<file path="src/verilog/rsr_params.svh">
`ifndef RSR_PARAMS_SVH
`define RSR_PARAMS_SVH

// register indices; byte address is four times the index
`define RSR_IDX_WAKE_HI 8'h36
`define RSR_IDX_WAKE_LO 8'h37
`define RSR_IDX_PKT 8'h38
`define RSR_IDX_CAL 8'h39
`define RSR_IDX_TXFILL 8'h3a
`define RSR_IDX_RXFILL 8'h3b
`define RSR_IDX_CTRL 8'h40
`define RSR_IDX_IRQ_STAT 8'h41
`define RSR_IDX_IRQ_MASK 8'h42
`define RSR_IDX_MSB 9
`define RSR_IDX_LSB 2

// packet status bit positions
`define RSR_PKT_CRC 7
`define RSR_PKT_CS 6
`define RSR_PKT_PQT 5
`define RSR_PKT_CCA 4
`define RSR_PKT_SYNC 3
`define RSR_PKT_OUT2 2
`define RSR_PKT_OUT0 0

// control register
`define RSR_CTRL_W 3
`define RSR_CTRL_LEGACY 0
`define RSR_CTRL_INV0 1
`define RSR_CTRL_INV2 2
`define RSR_CTRL_RST 3'h0

// interrupt events
`define RSR_EVT_W 4
`define RSR_EVT_CRC 0
`define RSR_EVT_SYNC 1
`define RSR_EVT_TXUND 2
`define RSR_EVT_RXOVR 3
`define RSR_MASK_RST 4'h0

`define RSR_TIMER_W 16
`define RSR_BYTE_W 8
`define RSR_COUNT_W 7
`endif

</file>
<file path="src/verilog/rsr_pkg.sv">
`default_nettype none
`include "rsr_params.svh"

package rsr_pkg;
	typedef struct packed {
		logic pready;
		logic pslverr;
		logic [31:0] prdata;
		logic irq;
		logic crcOk;
		logic [`RSR_CTRL_W-1:0] ctrl;
		logic [`RSR_EVT_W-1:0] irqStat;
		logic [`RSR_EVT_W-1:0] irqMask;
		logic [`RSR_EVT_W-1:0] evtPrev;
		logic outZeroPin;
		logic outTwoPin;
	} rsr_state_t;
endpackage : rsr_pkg

`default_nettype wire

</file>
<file path="src/verilog/rsr_regs.sv">
`timescale 1ns/1ps
`default_nettype none
`include "rsr_params.svh"

module rsr_regs #(
	parameter int ADDR_W = 12
) (
	// clocking
	input wire logic core_clk,
	input wire logic rst,
	input wire logic ce,
	// apb slave
	input wire logic psel,
	input wire logic penable,
	input wire logic pwrite,
	input wire logic [ADDR_W-1:0] paddr,
	input wire logic [31:0] pwdata,
	input wire logic [3:0] pstrb,
	output logic [31:0] prdata,
	output logic pready,
	output logic pslverr,
	// radio core, same clock
	input wire logic [`RSR_TIMER_W-1:0] wakeTimer,
	input wire logic crcCheckDone,
	input wire logic crcPass,
	input wire logic rxEnter,
	input wire logic preambleQualityMet,
	input wire logic syncFoundFlag,
	input wire logic generalOutputTwo,
	input wire logic generalOutputZero,
	input wire logic [7:0] synthCalDac,
	input wire logic [`RSR_COUNT_W-1:0] txQueueCount,
	input wire logic txQueueUnderrun,
	input wire logic [`RSR_COUNT_W-1:0] rxQueueCount,
	input wire logic rxQueueOverrun,
	// analog detectors, asynchronous
	input wire logic carrierSenseAsync,
	input wire logic clearChannelAsync,
	// outputs
	output logic irq,
	output logic legacyCrcModeEnable,
	output logic generalOutputTwoPin,
	output logic generalOutputZeroPin
);
	import rsr_pkg::*;

	if (ADDR_W < `RSR_IDX_MSB + 1) begin : g_chk
		$error("rsr_regs: ADDR_W too narrow for the register map");
	end

	rsr_state_t st;
	rsr_state_t next_st;
	logic [1:0] detSync;
	logic carrierSense;
	logic clearChannelFlag;
	logic [7:0] idx;
	logic [7:0] rdByte;
	logic hit;
	logic access;
	logic wrTake;
	logic [`RSR_EVT_W-1:0] evtLvl;
	logic [`RSR_EVT_W-1:0] evtRise;
	logic [`RSR_EVT_W-1:0] statClr;

	////////////////////////////////////////////////////////////////////////
	// detector inputs cross in through four flops
	rsr_sync #(
		.WIDTH(2)
	) u_sync (
		.core_clk(core_clk),
		.rst(rst),
		.ce(ce),
		.asyncIn({clearChannelAsync, carrierSenseAsync}),
		.syncOut(detSync)
	);
	assign carrierSense = detSync[0];
	assign clearChannelFlag = detSync[1];

	////////////////////////////////////////////////////////////////////////
	// read decode
	assign idx = paddr[`RSR_IDX_MSB:`RSR_IDX_LSB];

	always_comb begin
		rdByte = 8'h00;
		hit = 1'b1;
		unique case (idx)
			`RSR_IDX_WAKE_HI:
				rdByte = wakeTimer[`RSR_TIMER_W-1:`RSR_BYTE_W];
			`RSR_IDX_WAKE_LO:
				rdByte = wakeTimer[`RSR_BYTE_W-1:0];
			`RSR_IDX_PKT: begin
				// crc result only shown in legacy mode; bit 1 stays zero
				rdByte[`RSR_PKT_CRC] = st.crcOk &
					st.ctrl[`RSR_CTRL_LEGACY];
				rdByte[`RSR_PKT_CS] = carrierSense;
				rdByte[`RSR_PKT_PQT] = preambleQualityMet;
				rdByte[`RSR_PKT_CCA] = clearChannelFlag;
				rdByte[`RSR_PKT_SYNC] = syncFoundFlag;
				// raw levels, ahead of the pin inverters
				rdByte[`RSR_PKT_OUT2] = generalOutputTwo;
				rdByte[`RSR_PKT_OUT0] = generalOutputZero;
			end
			`RSR_IDX_CAL: rdByte = synthCalDac;
			`RSR_IDX_TXFILL: rdByte = {txQueueUnderrun,
				txQueueCount};
			`RSR_IDX_RXFILL: rdByte = {rxQueueOverrun,
				rxQueueCount};
			`RSR_IDX_CTRL: rdByte[`RSR_CTRL_W-1:0] = st.ctrl;
			`RSR_IDX_IRQ_STAT: rdByte[`RSR_EVT_W-1:0] = st.irqStat;
			`RSR_IDX_IRQ_MASK: rdByte[`RSR_EVT_W-1:0] = st.irqMask;
			default: hit = 1'b0;
		endcase
	end

	////////////////////////////////////////////////////////////////////////
	// next state
	assign access = psel & penable;
	// a write lands only at the edge where pready is seen high
	assign wrTake = access & st.pready & pwrite & hit & pstrb[0];
	assign evtLvl = {rxQueueOverrun, txQueueUnderrun, syncFoundFlag,
		st.crcOk};
	assign evtRise = evtLvl & ~st.evtPrev;
	assign statClr = (wrTake && idx == `RSR_IDX_IRQ_STAT) ?
		pwdata[`RSR_EVT_W-1:0] : '0;

	always_comb begin
		next_st = st;
		// one wait state: answer is registered, then released
		if (access & ~st.pready) begin
			next_st.pready = 1'b1;
			next_st.pslverr = ~hit;
			next_st.prdata = (hit & ~pwrite) ? {24'h0, rdByte} : 32'h0;
		end else begin
			next_st.pready = 1'b0;
			next_st.pslverr = 1'b0;
		end
		// receiver entry outranks a simultaneous crc verdict
		if (rxEnter) begin
			next_st.crcOk = 1'b0;
		end else if (crcCheckDone) begin
			next_st.crcOk = crcPass;
		end
		// status indices are not writable: only these three take data
		if (wrTake && idx == `RSR_IDX_CTRL) begin
			next_st.ctrl = pwdata[`RSR_CTRL_W-1:0];
		end
		if (wrTake && idx == `RSR_IDX_IRQ_MASK) begin
			next_st.irqMask = pwdata[`RSR_EVT_W-1:0];
		end
		// set wins over write-one-to-clear in the same cycle
		next_st.irqStat = (st.irqStat & ~statClr) | evtRise;
		next_st.evtPrev = evtLvl;
		next_st.irq = |(next_st.irqStat & next_st.irqMask);
		next_st.outZeroPin = generalOutputZero ^
			next_st.ctrl[`RSR_CTRL_INV0];
		next_st.outTwoPin = generalOutputTwo ^
			next_st.ctrl[`RSR_CTRL_INV2];
	end

	always_ff @(posedge core_clk) begin
		if (rst) begin
			st <= '0;
			st.ctrl <= `RSR_CTRL_RST;
			st.irqMask <= `RSR_MASK_RST;
		end else if (ce) begin
			st <= next_st;
		end
	end

	assign prdata = st.prdata;
	assign pready = st.pready;
	assign pslverr = st.pslverr;
	assign irq = st.irq;
	assign legacyCrcModeEnable = st.ctrl[`RSR_CTRL_LEGACY];
	assign generalOutputTwoPin = st.outTwoPin;
	assign generalOutputZeroPin = st.outZeroPin;

	logic rdEnd;
	logic [7:0] rdIdx;
	assign rdEnd = pready & psel & penable & ~pwrite & ~pslverr;
	assign rdIdx = idx;
endmodule : rsr_regs

`default_nettype wire

</file>
<file path="src/verilog/rsr_sync.sv">
`timescale 1ns/1ps
`default_nettype none

module rsr_sync #(
	parameter int WIDTH = 2
) (
	// clocking
	input wire logic core_clk,
	input wire logic rst,
	input wire logic ce,
	// levels
	input wire logic [WIDTH-1:0] asyncIn,
	output logic [WIDTH-1:0] syncOut
);
	typedef struct packed {
		logic [WIDTH-1:0] s1;
		logic [WIDTH-1:0] s2;
		logic [WIDTH-1:0] s3;
		logic [WIDTH-1:0] lvl;
	} rsr_sync_st_t;

	rsr_sync_st_t st;
	rsr_sync_st_t next_st;

	if (WIDTH < 1) begin : g_chk
		$error("rsr_sync: WIDTH must be at least 1");
	end

	// s1 feeds s2 only; a change is accepted once s2 and s3 agree
	always_comb begin
		next_st = st;
		next_st.s1 = asyncIn;
		next_st.s2 = st.s1;
		next_st.s3 = st.s2;
		for (int i = 0; i < WIDTH; i++) begin
			if (st.s2[i] == st.s3[i]) begin
				next_st.lvl[i] = st.s3[i];
			end
		end
	end

	always_ff @(posedge core_clk) begin
		if (rst) begin
			st <= '0;
		end else if (ce) begin
			st <= next_st;
		end
	end

	assign syncOut = st.lvl;
endmodule : rsr_sync

`default_nettype wire
</file>
<file path="config.mk">
export PLATFORM = sky130hd
export DESIGN_NAME = rsr_regs
export DESIGN_NICKNAME = d
export VERILOG_FILES = /design/src/verilog/rsr_pkg.sv /design/src/verilog/rsr_regs.sv /design/src/verilog/rsr_sync.sv
export VERILOG_INCLUDE_DIRS = /design/src /design/src/verilog
export SDC_FILE = /design/constraint.sdc
export NUM_CORES = 1
export LEC_CHECK = 0
export BUFFER_PORTS_ARGS = -buffer_cell sky130_fd_sc_hd__clkbuf_2
export CAP_MARGIN = 25
export CORE_ASPECT_RATIO = 1.75
export CORE_UTILIZATION = 45
export CTS_CLUSTER_SIZE = 8
export DETAILED_ROUTE_END_ITERATION = 12
export MAX_ROUTING_LAYER = met4
export PLACE_DENSITY = 0.81
export SLEW_MARGIN = 20
export SYNTH_ARGS = -nofsm -noshare
export SYNTH_HDL_FRONTEND = slang
export SYNTH_SLANG_ARGS = --single-unit
</file>
<file path="constraint.sdc">
create_clock -name core_clk -period 3.1 [get_ports core_clk]
set_input_delay 0.465 -clock core_clk [delete_from_list [all_inputs] [get_ports core_clk]]
set_output_delay 0.465 -clock core_clk [all_outputs]
set_load 0.05 [all_outputs]
</file>
### Yosys cells after proc, flatten, opt, wreduce, memory -nomap -nowiden

Cells that the tools add are included.

| storage, ports and cells | value |
|---|---|
| input bits | 103 |
| logic and storage cells | 71 |
| output and inout port bits | 38 |
| bits in registers | 61 |

| operators by class | value |
|---|---|
| reduce and logical (&&, ||, !) cells | 11 |
| equal/unequal tests | 11 |
| bitwise operators | 19 |
| muxes and demuxes | 13 |

Operators by type and width:

| operator | count |
|---|---|
| 8-bit by 6-bit == test with 1-bit output (second input constant) | 6 |
| 8-bit by 7-bit == test with 1-bit output (second input constant) | 3 |
| 4-bit one-hot mux with 6 select lines | 1 |
| 1-bit one-hot mux with 9 select lines | 2 |
| 1-bit one-hot mux with 8 select lines | 2 |
| 4-bit bitwise AND | 3 |
| 2-bit AND reduction | 5 |
| 9-bit OR reduction | 1 |
| 1-bit bitwise AND | 8 |
| 4-bit 2-to-1 mux | 2 |
| 8-bit 2-to-1 mux | 1 |
| 4-bit inverter | 2 |
| 4-bit OR | 1 |
| 4-bit OR reduction | 1 |
| 1-bit logical AND | 3 |
| 1-bit 2-to-1 mux | 3 |
| 3-bit 2-to-1 mux | 1 |
| 1-bit inverter | 3 |
| 1-bit == test | 2 |
| 2-bit 2-to-1 mux | 1 |
| 2-bit nonzero test | 1 |
| 1-bit bitwise XOR | 2 |

### Depth between registers and ports, before layout

| depth | value |
|---|---|
| depth after elaboration | 12 |
| gate-level depth with buffers | 8 |
| gate-level depth less buffers | 5 |

### Cells and area by module

A second synthesis with hierarchy kept.

| second synthesis, totals | value |
|---|---|
| cells, all modules | 300 |
| area total of the unflattened synthesis | 2532.4 µm² |

By module, submodules not included:

| module | cells each | sequential area each (µm²) | times used | area each (µm²) |
|---|---|---|---|---|
| rsr_regs | 266 | 580.6 | 1 | 2168.3 |
| rsr_sync | 34 | 160.2 | 1 | 364.1 |

### Least setup slack after synthesis

No wires, ideal clock.

| timing | value |
|---|---|
| path kind | input to register |
| start | in paddr[4] |
| end | reg st, in the netlist irq |
| stages on the path | 6 |
| path buffers | 1 |
| setup time | 0.134 ns |
| data required time | 2.966 ns |
| arrival | 2.184 ns |
| setup slack | 0.782 ns |
| path through | or4_4 -> buf_6 -> nor4_1 -> o2111ai_1 -> a2bb2oi_1 -> a311oi_2 |

| between the ends | value |
|---|---|
| longest elaborated chain between the ends | 12 |
| elaborated cells between the ends (all ways) | 22 |
| classes of those cells | 9 x eq/ne; 3 x mux; 6 x bitwise; 4 x reduce/logical |

Ends and longest elaborated chain:

| what | line | RTL |
|---|---|---|
| start: declaration | rsr_regs.sv:16 | `input wire logic [ADDR_W-1:0] paddr,` |
| 8-bit by 7-bit == test with 1-bit output or 8-bit by 6-bit == test with 1-bit output (tied branches) | rsr_regs.sv:86 | `unique case (idx)` |
| 9-bit OR reduction (no source line) | -- |  |
| 1-bit 2-to-1 mux | rsr_regs.sv:86 |  |
| 1-bit bitwise AND (2 in series) | rsr_regs.sv:119 | `assign wrTake = access & st.pready & pwrite & hit & pstrb[0];` |
| 1-bit logical AND (no source line) | -- |  |
| 4-bit 2-to-1 mux | rsr_regs.sv:123 | `` assign statClr = (wrTake && idx == `RSR_IDX_IRQ_STAT) ? `` |
| 4-bit inverter | rsr_regs.sv:151 | `next_st.irqStat = (st.irqStat & ~statClr) \| evtRise;` |
| 4-bit bitwise AND | rsr_regs.sv:151 |  |
| 4-bit OR | rsr_regs.sv:151 |  |
| 4-bit bitwise AND * | rsr_regs.sv:153 | `next_st.irq = \|(next_st.irqStat & next_st.irqMask);` |
| 4-bit OR reduction * | rsr_regs.sv:153 |  |
| end signal: assignment | rsr_regs.sv:166 | `st <= next_st;` |
| end: declaration | rsr_regs.sv:51 | `rsr_state_t st;` |

Every way passes the cells marked *; elsewhere a longest branch is shown, timed or not.
A chain may end at the register's enable or synchronous reset.

### Worst setup path after layout

| timing | value |
|---|---|
| start | in paddr[6] |
| end | reg st, in the netlist prdata[1] |

| between the ends | value |
|---|---|
| longest elaborated chain between the ends | 5 |
| elaborated cells between the ends (all ways) | 14 |
| classes of those cells | 9 x eq/ne; 3 x mux; 1 x bitwise; 1 x reduce/logical |

Ends and longest elaborated chain:

| what | line | RTL |
|---|---|---|
| 8-bit by 7-bit == test with 1-bit output or 8-bit by 6-bit == test with 1-bit output (tied branches) | rsr_regs.sv:86 |  |
| 9-bit OR reduction (no source line) | -- |  |
| 1-bit 2-to-1 mux | rsr_regs.sv:86 |  |
| 1-bit bitwise AND | rsr_regs.sv:132 | `next_st.prdata = (hit & ~pwrite) ? {24'h0, rdByte} : 32'h0;` |
| 8-bit 2-to-1 mux * | rsr_regs.sv:132 |  |

Marked as above.

==> run metrics <==
post-route clock skew=0.00655 ns; Peak Freq=approximately 400 MHz; die area=approximately 0.006 mm2; I/O Buffers=a little over 80; core area=around 0.0055 mm2; Worst Path Buf+Inv=2; EDFF count, synth=0; WP data arrival=2.73 ns; later-pin clock latency in the skew report=between 0.2 and 0.3 ns; postcts setup bufs=0; Worst Setup Start Kind=primary input; CP max FO=9; Syn Area/Cell=about 8.2 um2; Crit. End Element=flip-flop; unrepaired setup endpoints after global routing=no; CTS Hold Bufs=0; die width=around 59 um; Setup CP Type=in2reg; H-tree level count=2; placed insts=roughly 450; Gate Count Post-Synth=314; Initial Util=46.5%; clk buf depth=2; ANT cells=0; total gr overflow=0; Area contributors post-synth=dfxtp_1, buf_4, mux2i_1, nand2_1, nor2_1; synth warn=0; chip height=just over 100 um; post-synth top area cell=dfxtp_1; # clock sinks=37; fin crit period=around 2.5 ns; Post-DP HPWL=slightly above 5 mm; post-route insts no fill=approximately 460; root buf cell=clkbuf_8; Cell variety after synth=54; MaxCap Viol Count=0; worst-path cell chain=clkbuf_2 -> nor4bb_1 -> buf_4 -> nand3_1 -> and3_1 -> nor4_2 -> a32o_1; Final nets=483; leakage power=about 1.3 nW; Hold Violations, Final=0; ys async rst share=0%; Place WS=about 0.37 ns; Final setup viols=0; PD cells=around 390 mW/mm2; post-cts sizing count=0; final worst slack=around 0.61 ns; Worst-path clk slew=0.08 ns; vias in the first global route=approximately 2.3k; Critical-path top delay cell=nor4bb_1; Placer Congestion=between 0.9 and 1; max incr delay on CP=between 0.6 and 0.7 ns; # rows=36; Slew HR=approximately 51%; CP delay by family, top=simple AND/OR/NAND/NOR gates; CTS tree=done; fin. max-slew vios=0; synthesis-stage register bit count=37; Routed Antenna Nets=0; Seq/Total Area, Yosys=about 29%; vias per cell=approximately 5.5; Worst VDD drop=approximately 240 uV; Layout area overhead=16.6%; First-pass DRT Iterations=10; Met3 Routed Length=around 340 um; status=complete, but fails checks; DRC=2; Max Used Layer=met4; top-area cell type share of the netlist area=28.8%; Global Route Usage Sum=23.4%; share of cells above drive strength 1=28.6%; Final period util=about four fifths; Hold Crit Class=in2reg; pin count of the biggest net entering global routing=35; met2 WL post-DR=~3.5 mm; DR WL/cell=around 14 um; initial antenna violation count=0; via count=around 2.5k; CTS buffer count=5; Post-Route Setup TNS=0 ns; Routed WL=around 6.6 mm; failing checks=DRC; wl on met1=between 2 and 3 mm; cell area after synthesis=0.00258 mm2; Least-Margin Pin Slew=about 0.73 ns; top_reg_cell synth=dfxtp_1; # IOs=141; Iter 0 DRT Violations=approximately 120; first-pass GRT wire length=a little over 10 mm; WP data required=~3.3 ns; fin util=a little over half
==> flip-flops by register name, summed over array words and instances (netlist names), 2 cells and up <==
name            count
u_sync.st           2
prdata              8
st                 14
u_sync.syncOut      2
u_sync.next_st      4
==> metrics by stage <==
stage,area (um2),power [mW],hold WS (ns)
5_1_grt,3000,1.21,0.421
3_5_place_dp,2890,0.753,0.453
3_3_place_gp,2890,0.748,0.445
4_1_cts,3000,1.18,0.407
6_report,3000,1.17,0.410
2_1_floorplan,2660,0.699,0.437
==> final timing paths <==
path / from / end / slack [ns] / cells after the start
worst min register to register: prdata[3]$_SDFFE_PP0P_ / prdata[3]$_SDFFE_PP0P_ / 0.46 / 2
worst max register to register: pready$_SDFFE_PP0P_ / prdata[1]$_SDFFE_PP0P_ / 1.29 / 3
worst max-delay path: paddr[6] / prdata[1]$_SDFFE_PP0P_ / 0.61 / 7
worst min-delay path: clearChannelAsync / u_sync.next_st[5]$_SDFFE_PP0P_ / 0.41 / 3
==> report_power, final <==
group / switching (mW) / internal [mW]
clock: 0.188 / 0.241
combinational: 0.168 / 0.0795
sequential: 0.00873 / 0.487
total: 0.364 / 0.807
==> synthesized netlist by cell type, types with 2 or more instances <==
| cell | n |
|---|---|
| dfxtp_1 | 37 |
| buf_4 | 32 |
| nand2_1 | 29 |
| nor2_1 | 26 |
| mux2i_1 | 19 |
| clkbuf_1 | 17 |
| nand3_1 | 17 |
| a21oi_1 | 15 |
| nand3b_1 | 9 |
| o21ai_0 | 9 |
| a22oi_1 | 8 |
| inv_1 | 7 |
| a21o_1 | 6 |
| a22o_1 | 6 |
| nor2b_1 | 6 |
| o211ai_1 | 6 |
| and3_1 | 5 |
| nand2b_1 | 5 |
| nor3_1 | 5 |
| mux4_2 | 4 |
| nand4_1 | 4 |
| a31oi_1 | 3 |
| o22ai_1 | 3 |
| or3_1 | 3 |
| a32oi_1 | 2 |
| mux2_2 | 2 |
| nor4_1 | 2 |
==> kinds of logic after synthesis <==
group / synth area share (%)
buf+inv: 13.4
mux: 12.3
other cells: 0.146
simple gates: 26.8
flops: 28.8
compound gates: 18.6
==> tightest hold or removal path: cells and delay by family <==
family / cells / cell delay (ns)
buffers and inverters: 1 / 0.08
multiplexers: 1 / 0.06
AND/OR/NAND/NOR: 1 / 0.07
==> area by class of cell <==
| class | count | area [um2] |
|---|---|---|
| clock buffers | 5 | 68.8 |
| multi-input cells | 242 | 1580 |
| clock inverters | 3 | 46.3 |
| fillers | 561 | 2540 |
| inverters | 7 | 26.3 |
| flip-flops and latches | 37 | 741 |
| well taps | 76 | 95.1 |
| repair buffers | 87 | 450 |
==> placed cells by master, fill, tap and decap left out, types with 6 or more instances in the layout <==
cell type   n
buf_4       6
inv_1       7
a22oi_1     8
o21ai_0     9
o211ai_1    6
a21o_1      6
a21oi_1    15
nand3_1    17
dfxtp_1    37
a22o_1      6
nor2_1     26
conb_1     24
nand3b_1    9
nor2b_1     6
nand2_1    29
clkbuf_2   81
mux2i_1    19
==> layer usage <==
| metal | global-route usage [%] | vias up |
|---|---|---|
| met2 | 41.7 | 112 |
| met4 | 10.1 | 0 |
| li1 | - | 1211 |
| met3 | 2.78 | 12 |
| met1 | 25.2 | 1161 |
| met5 | - | - |
No activity file was read; power rests on OpenSTA's default activity.
